**config.mk**
```make
export PLATFORM = sky130hd
export DESIGN_NAME = timer16_waveform_mode_control
export DESIGN_NICKNAME = d
export VERILOG_FILES = /design/src/timer16_pkg.sv /design/src/timer16_waveform_mode_control.sv
export VERILOG_INCLUDE_DIRS = /design/src
export SDC_FILE = /design/constraint.sdc
export NUM_CORES = 1
export LEC_CHECK = 0
export ABC_AREA = 1
export BUFFER_PORTS_ARGS = -buffer_cell sky130_fd_sc_hd__buf_4
export CORE_AREA = 2 2 183 113
export DETAILED_ROUTE_END_ITERATION = 12
export DIE_AREA = 0 0 185 115
export PLACE_DENSITY = 0.74
export SKIP_LAST_GASP = 1
export SLEW_MARGIN = 20
export SYNTH_ARGS = -nofsm -noshare
export SYNTH_HDL_FRONTEND = slang
export SYNTH_SLANG_ARGS = --single-unit
```
**constraint.sdc**
```tcl
create_clock -name pclk -period 2.5 [get_ports pclk]
set_input_delay 0.25 -clock pclk [delete_from_list [all_inputs] [get_ports pclk]]
set_output_delay 0.25 -clock pclk [all_outputs]
set_load 0.01 [all_outputs]
```
**src/timer16_cfg.svh**
```systemverilog
`ifndef TIMER16_CFG_SVH
`define TIMER16_CFG_SVH
// APB byte addresses
`define T16_CTRL_A_ADDR   12'h000
`define T16_CTRL_B_ADDR   12'h004
`define T16_CMP_A_ADDR    12'h008
`define T16_CMP_B_ADDR    12'h00C
`define T16_CAPT_ADDR     12'h010
`define T16_COUNT_ADDR    12'h014
`define T16_STATUS_ADDR   12'h018
`define T16_MASK_ADDR     12'h01C
`define T16_PORT_ADDR     12'h020
// Field positions
`define T16_COM_A_HI      7
`define T16_COM_A_LO      6
`define T16_COM_B_HI      5
`define T16_COM_B_LO      4
`define T16_CTRL_A_MASK   8'hF3
`define T16_CTRL_B_MASK   8'h1F
`define T16_CTRL_RESET    8'h00
// Status bits
`define T16_ST_OVF        0
`define T16_ST_CMPA       1
`define T16_ST_CMPB       2
// Counter limits
`define T16_MAX           16'hFFFF
`define T16_TOP8          16'h00FF
`define T16_TOP9          16'h01FF
`define T16_TOP10         16'h03FF
`define T16_BOTTOM        16'h0000
`endif

```
**src/timer16_pkg.sv**
```systemverilog
package timer16_pkg;
  typedef struct packed {
    logic       psel;
    logic       penable;
    logic       pwrite;
    logic [11:0] paddr;
    logic [31:0] pwdata;
  } apb_req_t;

  typedef struct packed {
    logic a;
    logic b;
  } wave_pair_t;

  typedef enum logic [2:0] {
    SEQ_UP   = 3'b001,
    SEQ_FAST = 3'b010,
    SEQ_DUAL = 3'b100
  } seq_kind_t;
endpackage : timer16_pkg

```
**src/timer16_waveform_mode_control.sv**
```systemverilog
`timescale 1ns/1ps
`include "timer16_cfg.svh"
// Behaviour
// - All logic on pclk; timer tick acts only as a clock enable
// - Control A: chan A mode 7:6, chan B mode 5:4, low mode bits 1:0
// - Nonzero output mode connects wave output, except toggle code outside its modes; pin driven only if direction is output
// - Normal/CLEAR_ON_MATCH_MODE: 00 off, 01 toggle, 10 clear, 11 set on match
// - Fast PWM mode 01: A toggles only in modes 14/15, B disconnected
// - Fast PWM: 10 clears on match sets at TOP; 11 the inverse
// - Fast PWM: compare equal TOP with upper bit set ignores match, TOP action only
// - Dual slope mode 01: A toggles only in modes 8-11, B disconnected
// - Four-bit mode selects sequence, TOP source, waveform; code 13 reserved
// - Modes 0/4/12: TOP fixed/compare A/capture, immediate update, overflow at MAX
// - Modes 1-3,10,11: dual slope, update at TOP, overflow at BOTTOM
// - Modes 8/9: TOP capture/compare A, update and overflow at BOTTOM
// - Modes 5-7,14,15: fast PWM, update and overflow at TOP
// - Clock select: stop, divide 1/8/64/256/1024, external falling/rising edge
module timer16_waveform_mode_control (
  // Clock and reset
  input  wire logic        pclk,
  input  wire logic        presetn,
  // APB slave
  input  wire logic        psel,
  input  wire logic        penable,
  input  wire logic        pwrite,
  input  wire logic [11:0] paddr,
  input  wire logic [31:0] pwdata,
  output logic      [31:0] prdata,
  output logic             pready,
  output logic             pslverr,
  // External count pin
  input  wire logic        ext_clk_pin,
  // Waveform pins
  output logic             wave_out_a,
  output logic             wave_out_a_oe,
  output logic             wave_out_b,
  output logic             wave_out_b_oe,
  // Interrupt
  output logic             irq
);
  // ==========================================================================
  // Registers
  logic [7:0]  ctrl_a_q, ctrl_b_q;
  logic [15:0] cmp_a_q, cmp_b_q, cmp_a_buf_q, cmp_b_buf_q, capt_q, count_q;
  logic [2:0]  status_q, mask_q;
  logic [3:0]  port_q;
  logic        down_q;
  logic [9:0]  pre_q;
  logic [2:0]  ext_sync_q;
  timer16_pkg::wave_pair_t wave_q;
  timer16_pkg::wave_pair_t wave_pin_q;
  logic [31:0] prdata_q;
  logic        pready_q, pslverr_q, irq_q, oe_a_q, oe_b_q;

  // ==========================================================================
  // Bus decode
  wire        acc_en  = psel && penable && !pready_q;
  wire        wr_en   = acc_en && pwrite;
  wire        hit     = (paddr[11:6] == 6'h00) && (paddr[1:0] == 2'b00)
                        && (paddr[5:2] <= 4'h8);
  wire        wr_ca   = wr_en && paddr == `T16_CTRL_A_ADDR;
  wire        wr_cb   = wr_en && paddr == `T16_CTRL_B_ADDR;
  wire        wr_ma   = wr_en && paddr == `T16_CMP_A_ADDR;
  wire        wr_mb   = wr_en && paddr == `T16_CMP_B_ADDR;
  wire        wr_cap  = wr_en && paddr == `T16_CAPT_ADDR;
  wire        wr_cnt  = wr_en && paddr == `T16_COUNT_ADDR;
  wire        wr_st   = wr_en && paddr == `T16_STATUS_ADDR;
  wire        wr_mk   = wr_en && paddr == `T16_MASK_ADDR;
  wire        wr_pt   = wr_en && paddr == `T16_PORT_ADDR;

  // ==========================================================================
  // Mode decode
  // mode field
  wire [3:0]  mode    = {ctrl_b_q[4:3], ctrl_a_q[1:0]};
  wire [1:0]  com_a   = ctrl_a_q[`T16_COM_A_HI:`T16_COM_A_LO];
  wire [1:0]  com_b   = ctrl_a_q[`T16_COM_B_HI:`T16_COM_B_LO];
  wire [2:0]  cs      = ctrl_b_q[2:0];

  function automatic timer16_pkg::seq_kind_t seq_of(input logic [3:0] m);
    case (m)
      4'h1, 4'h2, 4'h3, 4'h8, 4'h9, 4'hA, 4'hB: seq_of = timer16_pkg::SEQ_DUAL;
      4'h5, 4'h6, 4'h7, 4'hE, 4'hF:             seq_of = timer16_pkg::SEQ_FAST;
      default:                                  seq_of = timer16_pkg::SEQ_UP;
    endcase
  endfunction : seq_of

  wire timer16_pkg::seq_kind_t kind = seq_of(mode);
  wire        is_fast = kind == timer16_pkg::SEQ_FAST;
  wire        is_dual = kind == timer16_pkg::SEQ_DUAL;
  wire        is_up   = kind == timer16_pkg::SEQ_UP;
  wire        pfc     = mode == 4'h8 || mode == 4'h9;
  // reserved code counts as normal with no waveform
  wire        resv    = mode == 4'hD;

  logic [15:0] top;
  always_comb begin
    case (mode)
      4'h1, 4'h5: top = `T16_TOP8;
      4'h2, 4'h6: top = `T16_TOP9;
      4'h3, 4'h7: top = `T16_TOP10;
      4'h4, 4'h9, 4'hB, 4'hF: top = cmp_a_q;
      4'h8, 4'hA, 4'hC, 4'hE: top = capt_q;
      default: top = `T16_MAX;
    endcase
  end

  // ==========================================================================
  // Prescaler and tick
  // clock source
  wire ext_rise = ext_sync_q[1] && !ext_sync_q[2];
  wire ext_fall = !ext_sync_q[1] && ext_sync_q[2];
  logic tick;
  always_comb begin
    case (cs)
      3'h1: tick = 1'b1;
      3'h2: tick = pre_q[2:0] == 3'h7;
      3'h3: tick = pre_q[5:0] == 6'h3F;
      3'h4: tick = pre_q[7:0] == 8'hFF;
      3'h5: tick = pre_q == 10'h3FF;
      3'h6: tick = ext_fall;
      3'h7: tick = ext_rise;
      default: tick = 1'b0;
    endcase
  end

  // ==========================================================================
  // Counter events
  wire at_top    = count_q == top;
  wire at_bottom = count_q == `T16_BOTTOM;
  wire up_dir    = is_dual ? !down_q : 1'b1;
  wire upd_pt    = is_up || (is_fast && at_top) || (is_dual && !pfc && at_top)
                   || (pfc && at_bottom);
  wire ovf_ev    = is_up ? count_q == `T16_MAX
                 : is_fast ? at_top : (at_bottom && down_q);
  wire [1:0] match = {count_q == cmp_b_q, count_q == cmp_a_q};
  logic [15:0] count_d;
  logic        down_d;
  always_comb begin
    count_d = count_q + 16'h0001;
    down_d  = down_q;
    if (is_dual) begin
      if (at_top && !down_q) down_d = 1'b1;
      else if (at_bottom && down_q) down_d = 1'b0;
      count_d = down_d ? count_q - 16'h0001 : count_q + 16'h0001;
    end else if (at_top) begin
      count_d = `T16_BOTTOM;
    end
  end

  // ==========================================================================
  // Waveform actions
  // per-channel next level
  function automatic logic wave_next(input logic cur, input logic [1:0] com,
                                     input logic m, input logic up, input logic tp,
                                     input logic chan_a);
    logic pwm_m;
    pwm_m = m && !(is_fast && tp && com[1]);
    wave_next = cur;
    if (resv || com == 2'b00) wave_next = cur;
    else if (com == 2'b01) begin
      if (is_up || (chan_a && is_fast && mode[3]) || (chan_a && is_dual && mode[3]))
        wave_next = m ? !cur : cur;
    end else if (is_up) wave_next = m ? com[0] : cur;
    else if (is_fast) begin
      if (tp) wave_next = !com[0];
      if (pwm_m) wave_next = com[0];
    end else if (m) wave_next = up ? com[0] : !com[0];
  endfunction : wave_next

  // ==========================================================================
  // Sequential
  // pclk only, tick enables
  always_ff @(posedge pclk or negedge presetn) begin
    if (!presetn) begin
      count_q <= 16'h0000;
      down_q  <= 1'b0;
      wave_q  <= '0;
      status_q <= 3'h0;
    end else begin
      if (wr_cnt) count_q <= pwdata[15:0];
      else if (tick) begin
        count_q <= count_d;
        down_q  <= down_d;
        wave_q.a <= wave_next(wave_q.a, com_a, match[0], up_dir, at_top, 1'b1);
        wave_q.b <= wave_next(wave_q.b, com_b, match[1], up_dir, at_top, 1'b0);
      end
      // Set wins over write-one-to-clear
      status_q <= (status_q & ~({3{wr_st}} & pwdata[2:0]))
                  | ({3{tick}} & {match[1], match[0], ovf_ev});
    end
  end

  always_ff @(posedge pclk or negedge presetn) begin
    if (!presetn) begin
      ctrl_a_q <= `T16_CTRL_RESET;
      ctrl_b_q <= `T16_CTRL_RESET;
      cmp_a_buf_q <= 16'h0000;
      cmp_b_buf_q <= 16'h0000;
      cmp_a_q  <= 16'h0000;
      cmp_b_q  <= 16'h0000;
      capt_q   <= 16'h0000;
      mask_q   <= 3'h0;
      port_q   <= 4'h0;
    end else begin
      // control A layout, bits 3:2 dropped
      if (wr_ca) ctrl_a_q <= pwdata[7:0] & `T16_CTRL_A_MASK;
      if (wr_cb) ctrl_b_q <= pwdata[7:0] & `T16_CTRL_B_MASK;
      if (wr_ma) cmp_a_buf_q <= pwdata[15:0];
      if (wr_mb) cmp_b_buf_q <= pwdata[15:0];
      if (wr_cap) capt_q <= pwdata[15:0];
      if (wr_mk) mask_q <= pwdata[2:0];
      if (wr_pt) port_q <= pwdata[3:0];
      if (is_up || (tick && upd_pt)) begin
        cmp_a_q <= cmp_a_buf_q;
        cmp_b_q <= cmp_b_buf_q;
      end
    end
  end

  always_ff @(posedge pclk or negedge presetn) begin
    if (!presetn) begin
      pre_q      <= 10'h000;
      ext_sync_q <= 3'h0;
    end else begin
      pre_q      <= (cs == 3'h0) ? 10'h000 : pre_q + 10'h001;
      ext_sync_q <= {ext_sync_q[1:0], ext_clk_pin};
    end
  end

  // ==========================================================================
  // Bus answer and pins
  logic [31:0] rd_mux;
  always_comb begin
    case (paddr)
      `T16_CTRL_A_ADDR: rd_mux = {24'h0, ctrl_a_q};
      `T16_CTRL_B_ADDR: rd_mux = {24'h0, ctrl_b_q};
      `T16_CMP_A_ADDR:  rd_mux = {16'h0, cmp_a_buf_q};
      `T16_CMP_B_ADDR:  rd_mux = {16'h0, cmp_b_buf_q};
      `T16_CAPT_ADDR:   rd_mux = {16'h0, capt_q};
      `T16_COUNT_ADDR:  rd_mux = {16'h0, count_q};
      `T16_STATUS_ADDR: rd_mux = {29'h0, status_q};
      `T16_MASK_ADDR:   rd_mux = {29'h0, mask_q};
      `T16_PORT_ADDR:   rd_mux = {28'h0, port_q};
      default:          rd_mux = 32'h0000_0000;
    endcase
  end

  // toggle code disconnects outside its modes
  wire own_a = com_a[1] || (com_a[0] && (is_up || mode[3]));
  wire own_b = com_b[1] || (com_b[0] && is_up);
  always_ff @(posedge pclk or negedge presetn) begin
    if (!presetn) begin
      prdata_q  <= 32'h0000_0000;
      pready_q  <= 1'b0;
      pslverr_q <= 1'b0;
      irq_q     <= 1'b0;
      oe_a_q    <= 1'b0;
      oe_b_q    <= 1'b0;
      wave_pin_q <= '0;
    end else begin
      pready_q  <= acc_en;
      pslverr_q <= acc_en && !hit;
      prdata_q  <= (acc_en && !pwrite) ? rd_mux : 32'h0000_0000;
      irq_q     <= |(status_q & mask_q);
      oe_a_q    <= port_q[2];
      oe_b_q    <= port_q[3];
      wave_pin_q.a <= own_a ? wave_q.a : port_q[0];
      wave_pin_q.b <= own_b ? wave_q.b : port_q[1];
    end
  end

  assign prdata        = prdata_q;
  assign pready        = pready_q;
  assign pslverr       = pslverr_q;
  assign irq           = irq_q;
  assign wave_out_a    = wave_pin_q.a;
  assign wave_out_b    = wave_pin_q.b;
  assign wave_out_a_oe = oe_a_q;
  assign wave_out_b_oe = oe_b_q;

  // ==========================================================================
  // Assertions
  reserved_bits_a: assert property (@(posedge pclk) disable iff (!presetn)
    ctrl_a_q[3:2] == 2'b00) else $error("ctrl A reserved bits set");
  fast_wrap_a: assert property (@(posedge pclk) disable iff (!presetn)
    tick && is_fast && at_top && !wr_cnt |=> count_q == 16'h0000)
    else $error("fast pwm did not wrap");
  dual_turn_a: assert property (@(posedge pclk) disable iff (!presetn)
    tick && is_dual && at_top && !down_q && !wr_cnt && top != 16'h0000 |=> down_q)
    else $error("dual slope did not turn");
  ovf_set_a: assert property (@(posedge pclk) disable iff (!presetn)
    tick && is_up && count_q == 16'hFFFF |=> status_q[0])
    else $error("overflow not set at max");
  stop_count_a: assert property (@(posedge pclk) disable iff (!presetn)
    cs == 3'h0 && !wr_cnt |=> $stable(count_q)) else $error("counter ran while stopped");
  ctc_clear_a: assert property (@(posedge pclk) disable iff (!presetn)
    tick && is_up && !resv && com_a == 2'b10 && match[0] && !wr_cnt |=> !wave_q.a)
    else $error("clear on match failed");
  fast_set_a: assert property (@(posedge pclk) disable iff (!presetn)
    tick && is_fast && com_a == 2'b10 && at_top && !match[0] && !wr_cnt |=> wave_q.a)
    else $error("fast pwm set at top failed");
  chan_b_hold_a: assert property (@(posedge pclk) disable iff (!presetn)
    !is_up && com_b == 2'b01 && !wr_cnt |=> $stable(wave_q.b))
    else $error("chan B toggled in pwm");
endmodule : timer16_waveform_mode_control

```
==> out/qor.yml, run 1 <==
power_and_ir_drop:
  leakage_nw: 5.11
  powerDensity_mw_per_mm2: 488
  vdd_drop_max_mv: 0.428
  finalPower_mw: 5.46
drt:
  post_drt_via_cell_ratio: 5.65
  totalWireLength_mm: 30.2
  vias: 8851
  wl_per_cell_um: 19.3
  post-route-drc-count: 0
  first_pass_iters: 7
  detail-route-antenna-nets: 0
  drtIter0Drc: 1229
die:
  start_util: 0.444
  die_w_um: 185
  ios: 89
  coreArea_mm2: 0.0196
  die_height_um: 115
  rows: 40
  die_area_mm2: 0.0213
worst_setup_path:
  path_max_fanout: 8
  critPathCaptureType: "flip-flop"
  critPathLaunchType: "flip-flop"
  worst-path-buf-inv: 2
  reg2reg_from: "ctrl_a_q[1]$_DFFE_PN0P_"
  regToRegEndpoint: "cmp_b_q[15]$_DFFE_PN0P_"
  rrSetupSlack_ns: -0.11
  worstPathArrival_ns: 2.97
  crit_chain: "nor2_4 -> nand2_2 -> nand2_2 -> nand2_2 -> nand2_4 -> clkbuf_16 -> nand3_2 -> nand2_1 -> nand2_1 -> nor2_1 -> nand2_1 -> nor2_4 -> nand2_4 -> nand2_4 -> o211ai_4 -> nand2_8 -> buf_12 -> nand2_1 -> o21ai_1"
  critPathTopFamily: "simple AND/OR/NAND/NOR gates"
  max_stage_delay_ns: 0.45
  cp.depth: 19
  required_ns: 2.86
  crit_type: "reg2reg"
  crit_top_cell: "nand2_1"
  r2r_cells: 19
  critPathSlowestCell: "dfrtp_2"
min_path:
  worstHoldStart: "penable"
  min_path_cells: 3
  hold_path_end: "pready$_DFF_PN0_"
  worstHoldPathType: "in2reg"
synthesis:
  ys_types: 42
  yosysSeqAreaShare: 0.449
  ys_ff_latch: 156
  synthCells: 1147
  syn-cell-area_mm2: 0.00870
  synth_area_per_cell_um2: 7.59
  yosys_warnings: 0
finish:
  drive_gt1_frac: 0.228
  mostFrequentLayoutCell: "nand2_1"
  syn_to_final_growth_pct: 28.5
  final_cell_mix: "281 x nand2_1, 155 x dfrtp_1, 141 x buf_4, 104 x inv_1, 84 x o21ai_0"
  num_antenna_cells: 0
  final_nets: 1334
global_routing:
  grt_max_degree: 60
  antenna_found_initial: 0
  grt_pass1_vias: 8145
  gr-total-overflow: 0
  track_usage: 0.282
  grt_first_pass_wirelength_mm: 44.9
clock_network:
  cts_max_level: 4
  clock_latency_ns: 0.43
  numCtsBuffers: 17
  cts_tree: "done"
  clock_sinks: 156
  cts_buffer_depth: 2
  cts.clk_slew.worst_paths_ns: 0.07
  cts_root_buf: "clkbuf_16"
timing:
  setup_tns_ns: -2.82
  max-slew-margin-rel: 0.439
  grt_setup_unrepaired: "true"
  tightest_slew_ns: 0.839
  finClkSkew_ns: 0.0124
  period_share: 1.04
  slew_viol_final: 0
  setup_violations: 41
  setup_slack_ns: -0.108
  hold_violations: 0
  layout_min_cycle_time_ns: 2.61
  fmax_mhz: 383
placement:
  gp_congestion: 0.995
  hpwl_mm: 21.0
  port_buffers: 56
outcome:
  status: "complete, but fails checks"
  failed_checks: "negative setup slack"
run:
  maxCapViolCount: 0
## how the worst max path moves through the flow
stage | slack, ns | start | end
floorplan | 0.12 | count_q[0]$_DFFE_PN0P_ | count_q[14]$_DFFE_PN0P_
global placement | 0.006 | ctrl_a_q[1]$_DFFE_PN0P_ | count_q[11]$_DFFE_PN0P_
global route | -0.22 | ctrl_a_q[1]$_DFFE_PN0P_ | count_q[14]$_DFFE_PN0P_
detailed placement | -0.13 | pre_q[1]$_DFF_PN0_ | wave_q[1]$_DFFE_PN0P_
CTS | -0.04 | ctrl_a_q[1]$_DFFE_PN0P_ | count_q[4]$_DFFE_PN0P_
finish | -0.11 | ctrl_a_q[1]$_DFFE_PN0P_ | cmp_b_q[15]$_DFFE_PN0P_
## cell usage after synthesis, drive strengths merged
master    n  area, um^2
o31ai     1        7.51
clkbuf   32         120
ha        4        50.1
a31oi     3        18.8
nand3    85         430
a221oi   12         105
nand3b    5        37.5
o22ai    13        81.3
xnor2     9        78.8
o21bai    3        22.5
clkinv    4        15.0
xor2     33         289
inv     108         405
o21a      1        7.51
a21oi    38         190
nor4      8        56.3
nor2     90         365
a211oi    1        7.51
o211ai    8        73.8
dfrtp   156        3900
o21ai   108         541
nor3b     2        15.0
nor3     14        70.1
conb      1        3.75
nand2   335        1280
nand4    25         156
a22o      1        8.76
buf      34         248
a41oi     8        70.1
o221ai    5        43.8
## final cells by class
cell class	instances	area [um^2]
tap	273	342
timing repair buffer	164	1430
clock inverter	13	146
clock buffer	19	453
sequential	156	3910
fill	1763	8430
inverter	112	423
multi-input combinational	829	4490
## tightest hold or removal path, cell delays in order
cell     delay (ns)
buf_4          0.11
nand2_1        0.04
nor2_1         0.07
## report_power, final
group,leakage (nW),internal (mW),switching (mW),total (mW)
clock,0.298,1.47,1.20,2.67
combinational,2.66,0.0828,0.176,0.259
sequential,2.15,2.53,0.00491,2.53
## cells by family (layout without fill, tap and decap cells)
kind of cell / count (synthesis) / after routing / synth area share
other: 1 / 16 / 0.000431
flip-flops: 156 / 156 / 0.449
XOR/XNOR: 42 / 42 / 0.0423
buffers and inverters: 178 / 308 / 0.0906
adder cells (fa/ha/maj): 4 / 4 / 0.00575
AND/OR/NAND/NOR: 564 / 565 / 0.277
AO/OA/AOI/OAI: 202 / 202 / 0.135
## repair_timing
item	4_1_cts	5_1_grt
gates cloned	0	8
endpoints found under the setup margin	43	52
hold buffers	2	0
hold endpoints to repair	45	0
gates resized for setup	4	121
buffers inserted	0	3
pin swaps	0	27
## layer usage
layer | routed length (um) | global-route usage
met1 | 12900 | 0.423
met2 | 11800 | 0.371
met3 | 4990 | 0.122
met4 | 481 | 0.0640
met5 | 0 | 0
## per-stage QoR
stage                     std cells  utilization  hold WS, ns  instance area (um^2)  setup WS [ns]
after global routing           1566        0.570        0.100                 11200         -0.220
after floorplan                1162            -      -0.0456                  8760          0.119
after CTS                      1555        0.539       0.0714                 10600        -0.0395
after global placement         1521        0.507        0.219                  9940        0.00589
after detailed placement       1521        0.507        0.222                  9940         -0.128
final                          1566        0.570       0.0887                 11200         -0.108
## registers in the layout (all words and copies together), names as in the netlist, 4 cells and up
register	flops
capt_q	16
cmp_a_buf_q	16
cmp_a_q	16
cmp_b_buf_q	16
cmp_b_q	16
count_q	16
prdata	16
pre_q	10
ctrl_a_q	6
ctrl_b_q	5
port_q	4
No activity file was read; power rests on OpenSTA's default activity.
==> inputs of run 2 (changes only) <==
--- a/config.mk
+++ b/config.mk
@@ -8,9 +8,9 @@
 export LEC_CHECK = 0
 export ABC_AREA = 1
 export BUFFER_PORTS_ARGS = -buffer_cell sky130_fd_sc_hd__buf_4
-export CORE_AREA = 2 2 183 113
+export CORE_AREA = 2 2 117 176
 export DETAILED_ROUTE_END_ITERATION = 12
-export DIE_AREA = 0 0 185 115
+export DIE_AREA = 0 0 119 178
 export PLACE_DENSITY = 0.74
 export SKIP_LAST_GASP = 1
 export SLEW_MARGIN = 20
==> run 2 against run 1 <==
  * The run still ends with negative setup slack left
  * Largest power group unchanged
  * Sequential power hardly changed
  * Utilization is 0.25 points higher
  * Clock-buffer cell count stayed put
  * Final cell count is 0.26% lower
  * Routed wire length is 3.9% lower
==> out/qor.yml, run 2 (synthesis results as in run 1) <==
global_routing:
  track_usage: 0.268
  gr-total-overflow: 0
  grt_max_degree: 57
  antenna_found_initial: 0
  grt_pass1_vias: 8365
  grt_first_pass_wirelength_mm: 43.4
clock_network:
  clock_latency_ns: 0.43
  numCtsBuffers: 17
  cts_root_buf: "clkbuf_16"
  cts_buffer_depth: 2
  clock_sinks: 156
  cts.clk_slew.worst_paths_ns: 0.06
  cts_tree: "done"
  cts_max_level: 4
worst_setup_path:
  r2r_cells: 20
  required_ns: 2.81
  critPathLaunchType: "flip-flop"
  rrSetupSlack_ns: -0.16
  crit_type: "reg2reg"
  max_stage_delay_ns: 0.42
  crit_chain: "nor2_4 -> nand2_1 -> nand2_2 -> nand2_2 -> nand2_4 -> buf_12 -> buf_6 -> nand3_2 -> nand2_1 -> nand2_1 -> nor2_1 -> nand2_1 -> nor2_4 -> nand2_4 -> buf_6 -> nand2_4 -> o211ai_4 -> nand2_8 -> clkbuf_16 -> o21ai_1"
  path_max_fanout: 8
  regToRegEndpoint: "cmp_b_q[10]$_DFFE_PN0P_"
  worstPathArrival_ns: 2.98
  reg2reg_from: "ctrl_a_q[1]$_DFFE_PN0P_"
  critPathCaptureType: "flip-flop"
  critPathSlowestCell: "dfrtp_1"
  crit_top_cell: "nand2_1"
die:
  coreArea_mm2: 0.0196
  ios: 89
  die_area_mm2: 0.0212
  die_w_um: 119
  die_height_um: 178
  start_util: 0.443
  rows: 63
timing:
  hold_violations: 0
  fmax_mhz: 375
  grt_setup_unrepaired: "true"
  tightest_slew_ns: 0.649
  whs_ns: 0.0814
  finClkSkew_ns: 0.00841
  period_share: 1.07
  setup_violations: 40
  layout_min_cycle_time_ns: 2.66
  setup_slack_ns: -0.163
  slew_viol_final: 0
  max-slew-margin-rel: 0.566
min_path:
  worstHoldStart: "penable"
  min_path_cells: 3
  worstHoldPathType: "in2reg"
  hold_path_end: "pready$_DFF_PN0_"
drt:
  drtIter0Drc: 831
  vias: 8732
  first_pass_iters: 5
  totalWireLength_mm: 29.0
  post_drt_via_cell_ratio: 5.59
  wl_per_cell_um: 18.6
  post-route-drc-count: 0
  detail-route-antenna-nets: 0
placement:
  port_buffers: 56
  dpl-instance-area_mm2: 0.0100
  preCtsSetupSlack_ns: -0.101
  gp_congestion: 0.974
  hpwl_mm: 20.2
  dp.cells: 1517
finish:
  final_nets: 1345
  stdcell_count: 1562
  design_area_mm2: 0.0112
  syn_to_final_growth_pct: 29.2
  mostFrequentLayoutCell: "nand2_1"
  num_antenna_cells: 0
  drive_gt1_frac: 0.220
  final_cell_mix: "293 x nand2_1, 156 x dfrtp_1, 154 x buf_4, 104 x inv_1, 83 x o21ai_0"
power_and_ir_drop:
  leakage_nw: 5.18
  finalPower_mw: 5.46
  powerDensity_mw_per_mm2: 485
  vdd_drop_max_mv: 0.441
outcome:
  failed_checks: "negative setup slack"
  status: "complete, but fails checks"
run:
  maxCapViolCount: 0
[run 2: cell types whose count changed in the layout (fill, tap and decap cells not counted), sizes merged]
cell	change
clkbuf	+2
clkinvlp	+1
bufinv	+2
clkinv	+2
inv	-7
buf	+10
nand3	-1
[run 2: repair_timing]
item / 4_1_cts / 5_1_grt
gates resized for setup: 3 / 96
buffers inserted: 2 / 4
hold endpoints to repair: 37 / 0
endpoints found under the setup margin: 44 / 52
pin swaps: 1 / 23
cloned: 0 / 8
hold buffers: 2 / 0
[run 2: per-layer routing]
layer | global-route usage | share of wire
met1 | 0.287 | 0.36
met5 | 0 | 0
met3 | 0.0460 | 0.060
met4 | 0.207 | 0.082
met2 | 0.467 | 0.50
[run 2: worst max-delay path, delay by kind of cell (launching register included)]
kind                   cells  cell delay [ns]
buffers and inverters      4             0.55
AO/OA/AOI/OAI              2             0.17
flip-flops                 1             0.42
AND/OR/NAND/NOR           14             1.39
[run 2: layout make-up]
cell class,count,area [um^2]
Inverter,112,420
Clock buffer,19,453
Multi-Input combinational cell,828,4430
Timing Repair Buffer,176,1570
Sequential cell,156,3900
Clock inverter,11,144
Tap cell,260,325
Fill cell,1740,8390
[run 2: worst max path at each step]
stage                            startpoint                 endpoint  slack (ns)  cells past startpoint
finish              ctrl_a_q[1]$_DFFE_PN0P_  cmp_b_q[10]$_DFFE_PN0P_       -0.16                     20
global placement     count_q[7]$_DFFE_PN0P_   count_q[8]$_DFFE_PN0P_       -0.11                     11
CTS                 ctrl_a_q[0]$_DFFE_PN0P_   cmp_b_q[4]$_DFFE_PN0P_       -0.06                     21
floorplan            count_q[0]$_DFFE_PN0P_  count_q[14]$_DFFE_PN0P_        0.12                     12
detailed placement   count_q[7]$_DFFE_PN0P_   count_q[8]$_DFFE_PN0P_       -0.10                     11
global route        ctrl_a_q[1]$_DFFE_PN0P_  cmp_b_q[10]$_DFFE_PN0P_       -0.31                     21
[run 2: through the flow]
stage | setup TNS [ns] | utilization
after global routing | -12.43 | 0.573
after global placement | -0.723 | 0.511
after CTS | -0.622 | 0.544
after detailed placement | -1.32 | 0.511
final | -4.47 | 0.573
after floorplan | 0 | -
[run 2: power breakdown]
group,switching [mW],total [mW],internal [mW]
Combinational,0.163,0.248,0.0858
Sequential,0.00474,2.54,2.53
Clock,1.06,2.67,1.61
Total,1.23,5.46,4.23
